==> config.mk <==
export PLATFORM = sky130hd
export DESIGN_NAME = rx_pcs_ber_skew_config
export DESIGN_NICKNAME = d
export VERILOG_FILES = /design/src/rx_lane_cfg_pkg.sv /design/src/ber_mon_if.sv /design/src/ber_monitor.sv /design/src/rx_pcs_ber_skew_config.sv
export SDC_FILE = /design/constraint.sdc
export NUM_CORES = 1
export LEC_CHECK = 0
export BUFFER_PORTS_ARGS = -buffer_cell sky130_fd_sc_hd__buf_2
export CORE_AREA = 2 2 103 105
export DETAILED_ROUTE_END_ITERATION = 12
export DIE_AREA = 0 0 105 107
export SLEW_MARGIN = 20
export SYNTH_ARGS = -nofsm -noshare
export SYNTH_HDL_FRONTEND = slang
export SYNTH_SLANG_ARGS = --single-unit
==> constraint.sdc <==
create_clock -name i_ref_clk -period 1.8 [get_ports i_ref_clk]
set_input_delay 0.36 -clock i_ref_clk [delete_from_list [all_inputs] [get_ports i_ref_clk]]
set_output_delay 0.36 -clock i_ref_clk [all_outputs]
set_load 0.02 [all_outputs]
==> src/rx_lane_cfg_pkg.sv <==
`default_nettype none
package rx_lane_cfg_pkg;
	// ************************************************************
	// Register map (word addresses, no byte addressing)
	// ************************************************************
	localparam logic [15:0] RX_LANE_CONFIG_ADDR = 16'h0360; // Config word
	localparam int          MON_EN_BIT          = 20;       // Monitor enable
	localparam int          SKEW_LSB            = 14;       // Skew limit low
	localparam int          SKEW_W              = 6;        // Skew limit width
	localparam int          STAT_BER_BIT        = 31;       // Flag readback
	localparam int          STAT_ALIGN_BIT      = 30;       // Align readback
	localparam logic [5:0]  SKEW_MIN            = 6'h01;    // Lowest limit
	localparam logic [5:0]  SKEW_RESET          = 6'h2f;    // 47 decimal
	localparam logic        MON_EN_RESET        = 1'b1;     // Monitor on

	// ************************************************************
	// Error rate window timing
	// ************************************************************
	localparam int          REF_CLK_PERIOD_NS   = 40;       // 25 MHz
	localparam int          BER_WINDOW_NS       = 125000;   // 125 us window
	localparam int          BER_WINDOW_CYCLES   =
		BER_WINDOW_NS / REF_CLK_PERIOD_NS;
	localparam int          TIMER_W             = 12;       // Holds 3125
	localparam logic [7:0]  BER_THRESHOLD       = 8'h61;    // 97 errors

	// Error rate state
	typedef enum logic {BER_OK, BER_HIGH} ber_state_e;
endpackage : rx_lane_cfg_pkg
`default_nettype wire

==> src/ber_mon_if.sv <==
`timescale 1ns/1ps
`default_nettype none
// Bundle between the configuration top and the error rate monitor
interface ber_mon_if;
	logic enable;   // Monitor enabled from the config register
	logic sh_valid; // A block was received this cycle
	logic sh_error; // Its sync header was invalid
	logic hi_ber;   // High error rate condition
	modport top (output enable, output sh_valid, output sh_error,
		input hi_ber);
	modport mon (input enable, input sh_valid, input sh_error,
		output hi_ber);
endinterface : ber_mon_if
`default_nettype wire

==> src/ber_monitor.sv <==
`timescale 1ns/1ps
`default_nettype none
module ber_monitor
	import rx_lane_cfg_pkg::*;
(
	input  wire logic i_ref_clk,
	input  wire logic i_rst_n,
	ber_mon_if.mon    bus
);
	// ************************************************************
	// State
	// ************************************************************
	ber_state_e         state;       // Current error rate state
	ber_state_e         next_state;
	logic [TIMER_W-1:0] timer;       // Window cycle counter
	logic [TIMER_W-1:0] next_timer;
	logic [7:0]         err_cnt;     // Errors seen in this window
	logic [7:0]         next_err_cnt;
	logic               win_end;     // Last cycle of the window

	assign win_end = (timer == TIMER_W'(BER_WINDOW_CYCLES - 1));

	// Next-value logic for window, count and state
	always_comb begin
		next_state   = state;
		next_timer   = timer;
		next_err_cnt = err_cnt;
		if (!bus.enable) begin
			// Disabled: hold everything idle, flag cannot rise
			next_state   = BER_OK;
			next_timer   = '0;
			next_err_cnt = '0;
		end else begin
			// Count invalid sync headers in the window
			if (bus.sh_valid && bus.sh_error && err_cnt != BER_THRESHOLD)
				next_err_cnt = err_cnt + 8'h01;
			if (next_err_cnt == BER_THRESHOLD)
				next_state = BER_HIGH; // Threshold reached
			if (win_end) begin
				// Window closes; a quiet window clears the flag
				if (next_err_cnt != BER_THRESHOLD)
					next_state = BER_OK;
				next_timer   = '0;
				next_err_cnt = '0;
			end else begin
				next_timer = timer + TIMER_W'(1);
			end
		end
	end

	// Register stage only
	always_ff @(posedge i_ref_clk or negedge i_rst_n) begin
		if (!i_rst_n) begin
			state   <= BER_OK;
			timer   <= '0;
			err_cnt <= '0;
		end else begin
			state   <= next_state;
			timer   <= next_timer;
			err_cnt <= next_err_cnt;
		end
	end

	// Flag comes straight from the state flop
	assign bus.hi_ber = (state == BER_HIGH);
endmodule : ber_monitor
`default_nettype wire

==> src/rx_pcs_ber_skew_config.sv <==
`timescale 1ns/1ps
`default_nettype none
// Notes on behaviour
// - Enabled monitor counts header errors per window
// - High error condition drives flag to one
// - Disabled monitor never raises the flag
// - Enable bit 20 resets to parameter value
// - Skew limit settable 1 to 47
// - Bits 19:14 reset to skew parameter
// - Whole 32-bit word accesses, word addresses
module rx_pcs_ber_skew_config
	import rx_lane_cfg_pkg::*;
#(
	parameter logic       ERROR_RATE_MONITOR_PARAM = MON_EN_RESET, // On/off
	parameter logic [5:0] LANE_SKEW_LIMIT_PARAM    = SKEW_RESET    // 1..47
) (
	input  wire logic        i_ref_clk,
	input  wire logic        i_reset_n,
	input  wire logic [15:0] i_reconfig_addr,
	input  wire logic        i_reconfig_read,
	input  wire logic        i_reconfig_write,
	input  wire logic [31:0] i_reconfig_writedata,
	output logic      [31:0] o_reconfig_readdata,
	output logic             o_reconfig_readdatavalid,
	output logic             o_reconfig_waitrequest,
	input  wire logic        i_block_valid,
	input  wire logic        i_sync_header_error,
	input  wire logic        i_skew_valid,
	input  wire logic [5:0]  i_lane_skew,
	output logic             o_high_error_rate_flag,
	output logic             o_align_fail,
	output logic             o_deskew_retry
);
	// ************************************************************
	// Reset release
	// ************************************************************
	// Two stages so every flop leaves reset on the same edge
	logic rst_meta; // First stage, read only by rst_n
	logic rst_n;    // Synchronised reset used everywhere else

	// Assert at once, release after two edges
	always_ff @(posedge i_ref_clk or negedge i_reset_n) begin
		if (!i_reset_n) begin
			// Pin low: both stages clear at once
			rst_meta <= 1'b0;
			rst_n    <= 1'b0;
		end else begin
			// Shift the released level through both stages
			rst_meta <= 1'b1;
			rst_n    <= rst_meta;
		end
	end

	// ************************************************************
	// Configuration register
	// ************************************************************
	logic        mon_enable;      // Monitor enable field
	logic        next_mon_enable;
	logic [5:0]  skew_limit;      // Lane skew limit field
	logic [5:0]  next_skew_limit;
	logic [31:0] rdata;           // Registered read data
	logic [31:0] next_rdata;
	logic        rvalid;          // Read answer strobe
	logic        next_rvalid;
	logic        hit;             // Address matches the config word
	logic [5:0]  wr_skew;         // Skew field of the write word

	assign hit     = (i_reconfig_addr == RX_LANE_CONFIG_ADDR);
	assign wr_skew = i_reconfig_writedata[SKEW_LSB +: SKEW_W];

	// Register writes and read answers
	always_comb begin
		// Fields hold unless written; read data idles at zero
		next_mon_enable = mon_enable;
		next_skew_limit = skew_limit;
		next_rdata      = '0;
		next_rvalid     = 1'b0;
		if (i_reconfig_write && hit) begin
			// Whole word written; only defined fields store
			next_mon_enable = i_reconfig_writedata[MON_EN_BIT];
			// Out of range limits are ignored to keep 1..47
			if (wr_skew >= SKEW_MIN && wr_skew <= SKEW_RESET)
				next_skew_limit = wr_skew;
		end
		if (i_reconfig_read) begin
			// Unmapped words answer with zero
			next_rvalid = 1'b1;
			if (hit) begin
				// Status bits are read-only; writes cannot reach them
				next_rdata[MON_EN_BIT]              = mon_enable;
				next_rdata[SKEW_LSB +: SKEW_W]      = skew_limit;
				next_rdata[STAT_BER_BIT]            = o_high_error_rate_flag;
				next_rdata[STAT_ALIGN_BIT]          = o_align_fail;
			end
		end
	end

	// Field reset values come from the build parameters; read answer resets to zero
	always_ff @(posedge i_ref_clk or negedge rst_n) begin
		if (!rst_n) begin
			mon_enable <= ERROR_RATE_MONITOR_PARAM;
			skew_limit <= LANE_SKEW_LIMIT_PARAM;
			rdata      <= '0;
			rvalid     <= 1'b0;
		end else begin
			// Take the computed values
			mon_enable <= next_mon_enable;
			skew_limit <= next_skew_limit;
			rdata      <= next_rdata;
			rvalid     <= next_rvalid;
		end
	end

	// Port never stalls, so the requester needs no wait handling
	assign o_reconfig_waitrequest   = 1'b0;
	assign o_reconfig_readdata      = rdata;
	assign o_reconfig_readdatavalid = rvalid;

	// ************************************************************
	// Error rate monitor
	// ************************************************************
	ber_mon_if mon_bus ();

	// Header inputs come from PCS logic on this clock, no synchroniser
	assign mon_bus.enable   = mon_enable;
	assign mon_bus.sh_valid = i_block_valid;
	assign mon_bus.sh_error = i_sync_header_error;

	// Window, count and state live in the monitor module
	ber_monitor u_ber_monitor (
		.i_ref_clk (i_ref_clk),
		.i_rst_n   (rst_n),
		.bus       (mon_bus.mon)
	);

	assign o_high_error_rate_flag = mon_bus.hi_ber;

	// ************************************************************
	// Deskew limit check
	// ************************************************************
	logic fail;       // Latest alignment verdict
	logic next_fail;
	logic retry;      // One-cycle retry pulse
	logic next_retry;

	// A measurement above the limit fails and requests a new deskew
	always_comb begin
		// Without a report the verdict holds and no pulse goes out
		next_fail  = fail;
		next_retry = 1'b0;
		if (i_skew_valid) begin
			// Equal skew passes; only a larger one fails
			next_fail  = (i_lane_skew > skew_limit);
			next_retry = next_fail;
		end
	end

	// Register stage only
	always_ff @(posedge i_ref_clk or negedge rst_n) begin
		if (!rst_n) begin
			fail  <= 1'b0;
			retry <= 1'b0;
		end else begin
			fail  <= next_fail;
			retry <= next_retry;
		end
	end

	// Outputs come straight from the flops
	assign o_align_fail   = fail;
	assign o_deskew_retry = retry;
endmodule : rx_pcs_ber_skew_config
`default_nettype wire

Word level (Yosys, flattened, before mapping)
Cells that the tools add are included.
Cells by class
  add/subtract/negate cells: 2
  order comparisons: 3
  equality and inequality tests: 5
  multiplexer cells: 16
  reduce and logical (&&, ||, !) cells: 5
Operators by type and width (number)
  2-to-1 mux 8 bit: 4
  2-to-1 mux 12 bit: 2
  equality test 16 x 10 -> 1 bit (second input constant): 1
  inequality test 8 x 7 -> 1 bit (second input constant): 2
  2-to-1 mux 7 bit: 2
  adder 12 x 1 -> 12 bit (second input constant): 1
  equality test 12 bit (second input constant): 1
  adder 8 x 1 -> 8 bit (second input constant): 1
  equality test 8 x 7 -> 1 bit (second input constant): 1
  greater-or-equal comparator 6 x 1 -> 1 bit (second input constant): 1
  > comparator 6 bit: 1
  <= comparator 6 bit (second input constant): 1
  2-to-1 mux 1 bit: 6
  logical AND 1 bit: 4
  2-to-1 mux 2 bit: 2
  AND reduction 2 bit: 1
Word-level totals
  bits in registers: 42
  bits of input ports: 61
  output and inout port bits: 37
  logic and storage cells: 42

Logic depth before layout (Yosys ltp)
  depth after elaboration: 9
  depth in mapped cells: 7
  mapped depth without buffers: 7

Cells and area by module
From an unflattened synthesis, not the netlist that was laid out.
Second synthesis, totals
  cell total of the unflattened synthesis: 224
  area total of the unflattened synthesis: 2343.5 um2
Modules (own cells, without submodules)
  ber_monitor: instances 1, cells an instance 126, area an instance 1204.9 um2, seq. area each 525.5 um2
  rx_pcs_ber_skew_config: instances 1, cells an instance 98, area an instance 1138.6 um2, seq. area each 533.0 um2

Worst setup path before layout
No wires, ideal clock.
  kind: in2reg
  start: input port i_reconfig_addr[1]
  end: register skew_limit[0]
  setup time: 82 ps
  data arrival time: 1753 ps
  data required time: 1718 ps
  slack: -35 ps
  stages: 5
  path buffers: 0
  cell sequence: or4b_4 > nor3_4 > nand4_2 > a21o_4 > mux2_4
Between the ends
  cells in the longest elaborated chain, start to end: 3
Ends and longest elaborated chain
  start: declaration: RTL line rx_pcs_ber_skew_config.sv:19  | input wire logic [15:0] i_reconfig_addr,
  equality test 16 x 10 -> 1 bit: RTL line rx_pcs_ber_skew_config.sv:68  | assign hit = (i_reconfig_addr == RX_LANE_CONFIG_ADDR);
  logical AND 1 bit: RTL line rx_pcs_ber_skew_config.sv:78  | if (i_reconfig_write && hit) begin
  AND reduction 2 bit (no source line)
  end signal: assignment: RTL line rx_pcs_ber_skew_config.sv:108  | skew_limit <= next_skew_limit;
  end: declaration: RTL line rx_pcs_ber_skew_config.sv:59  | logic [5:0] skew_limit;
Every way passes these cells.
A chain may end at the register's enable or synchronous reset.

Worst setup path in the final report
  start: input port i_reconfig_addr[2]
  end: register skew_limit[3]
The elaborated chain is that of the path after synthesis.

==> flow_summary.ini <==
[power]
power_frac_clock_pct = 39.5
seq_power_share_pct = 52.1
switching_share_pct = 22.95
p_leak_nw = 1.303
power_density_mw_per_mm2 = 652.7
power_mw = 1.829
switchingPower_uw = 419.9
ir_worst_vdd_uv = 564.2
p_int_mw = 1.409
pwr-share-comb_pct = 8.4

[floorplanning]
die_h_um = 107
die-width_um = 105
start_util_pct = 22.56
io_pins = 98
num_rows = 37
design.die.area_mm2 = 0.01124
core_area_mm2 = 0.01009

[global_routing]
grt_overflow = 0
grt_usage_pct = 7.890
grt_first_pass_wirelength_um = 7314
grt_pass1_vias = 1614
antenna_found_initial = 0
grt_max_degree = 41

[placement]
globalplace.congestion = 0.7959
port_buffers = 48
hpwl_um = 3355
dpl_cell_area_mm2 = 0.002660
preCtsSetupSlack_ps = -202.3

[synth]
synth_top_area_cell = dfrtp_1
yosysMostFrequentCell = dfrtp_1
synth_top_area_share_pct = 39.56
synth_seq_cells = 42
synth_common_cells = 36 x dfrtp_1, 24 x buf_4, 23 x nor2_1, 14 x inv_1, 12 x nand3_1
syn_area_mm2 = 0.002277
yosysWarnings = 0
ys_types = 47
avgSynthCellArea_um2 = 10.35
ys.flop_type = dfrtp_1
netlist_top_cells_area = dfrtp_1 40%, buf_4 7.9%, dfstp_2 6.9%
postSynthCellCount = 220
synth-edff-count = 0
ys_async_sr_fraction_pct = 100.0
yosysSeqAreaShare_pct = 46.48

[worst_setup_path]
cp-start-kind = primary input
crit_required_ps = 2020
crit_path_end_kind = flip-flop
crit_arrival_ps = 1900
path_max_fanout = 4
rrSetupSlack_ps = 150
path_class = primary input to flip-flop

[cts]
cts.htree.levels = 2
cts.sinks = 42
clk_pin_slew_ps = 80
tritoncts = yes
root_buffer = clkbuf_8
cts_buffers = 5
worstSkewPairLatency_ps = 290
cts_buffer_depth = 2

[timing]
setup_tns_ps = 0
grt_setup_unrepaired = false
fin_skew_ps = 2.585
fin_crit_sh_pct = 93.27
setup_viol = 0
timing.final.max_slew_violations = 0
worst_slack_ps = 121.2
hold_viol = 0
period_needed_ps = 1679
fmax_ghz = 0.5956

[route]
num_vias = 1641
vias_per_cell = 3.926
ant_nets = 0
drcViolationCount = 0
drtPass1Iterations = 4
post_drt_wl_per_cell_um = 10.23
drt_iter0_drc = 87
wl_um = 4278

[hold_path]
hp-class = primary input to flip-flop

[finish]
finish.instance_area_mm2 = 0.002803
fin_nets = 352
area_delta_synth_final_pct = 23.08
diodes = 0
drive_gt1_share_pct = 29.79

[job]
cap_violations = 0

[run_status]
status = finished clean
==> logic make-up (layout without fill, tap and decap cells) <==
group	count (synthesis)	after routing	share of synthesized area (%)
other cells	2	25	0.3298
mux	5	5	3.132
simple gates	81	81	20.99
flops	42	42	46.48
compound gates	24	24	6.977
fa+ha+maj	10	10	5.495
buf+inv	41	80	10.82
xor+xnor	15	15	5.769
==> metal layers <==
layer / wire (um) / global-route usage, %
met1: 1817 / 9.527
met5: 0 / 0
met3: 227 / 1.945
met4: 55 / 2.571
met2: 2176 / 13.78
==> worst max-delay path, cell delays in order <==
cell	delay (ps)
buf_2	90
or4_4	530
nor3_4	240
nand4_2	130
a21o_4	240
mux2_4	290
==> final timing paths <==
kind                                                from                  endpoint  depth (start not counted)
worst min register to register                     rst_n   o_reconfig_readdata[31]                          1
worst max register to register  u_ber_monitor.err_cnt[0]  u_ber_monitor.bus.hi_ber                          6
worst min-delay path                     i_reconfig_read  o_reconfig_readdatavalid                          1
min in group asynchronous                          rst_n   o_reconfig_readdata[31]                          1
max in group asynchronous                          rst_n  u_ber_monitor.err_cnt[0]                          1
worst max-delay path                  i_reconfig_addr[2]             skew_limit[3]                          6
==> cell usage in the layout, fill, tap and decap left out, types with 2 or more instances in the layout <==
master | Yosys | layout
buf_2 | 2 | 48
dfrtp_1 | 36 | 35
conb_1 | 2 | 25
nor2_1 | 23 | 23
inv_1 | 14 | 14
nand3_1 | 12 | 12
and2_1 | 11 | 11
ha_1 | 10 | 10
a21oi_1 | 9 | 9
nand2_1 | 8 | 8
xnor2_1 | 8 | 8
xor2_1 | 7 | 7
buf_4 | 24 | 7
dfstp_2 | 6 | 6
clkbuf_8 | 0 | 5
and3_1 | 4 | 4
mux2_4 | 4 | 4
o21ai_0 | 3 | 3
nor3_1 | 3 | 3
or3_1 | 2 | 2
nand4b_1 | 2 | 2
o22ai_1 | 2 | 2
o21a_1 | 2 | 2
a21o_1 | 2 | 2
clkinv_2 | 0 | 2
==> power groups by stage <==
stage | Combinational, mW | Sequential (mW) | Clock [mW]
after CTS | 0.156 | 0.953 | 0.750
final | 0.153 | 0.953 | 0.723
after global routing | 0.173 | 0.954 | 0.794
after detailed placement | 0.154 | 0.972 | 0
after floorplan | 0.111 | 0.990 | 0
after global placement | 0.151 | 0.972 | 0
==> sequential cells by signal (all words and copies together) (netlist names), 6 cells and up <==
signal / flops
u_ber_monitor.timer: 12
o_reconfig_readdata: 9
u_ber_monitor.err_cnt: 8
skew_limit: 6
==> cell type report <==
cell class,instances,area (um^2)
Fill cell,1115,7289
Multi-Input combinational cell,160,1077
Sequential cell,42,1060
Timing Repair Buffer,58,334.1
Tap cell,136,170.2
Clock buffer,5,68.82
Inverter,14,52.55
Clock inverter,3,40.04
==> through the flow <==
step,util (%),instances,hold WS (ps)
final,27.77,418,187.4
after global routing,27.77,418,172.6
after detailed placement,26.36,408,147.9
after global placement,26.36,408,147.2
after floorplan,-,243,64.41
after CTS,27.54,417,181.5
==> repair_timing <==
item	4_1_cts	5_1_grt
endpoints found under the setup margin	0	12
hold buffers	1	0
buffers inserted	0	0
gates resized for setup	0	5
hold endpoints to repair	2	0
Power figures use the tool's default switching activity.
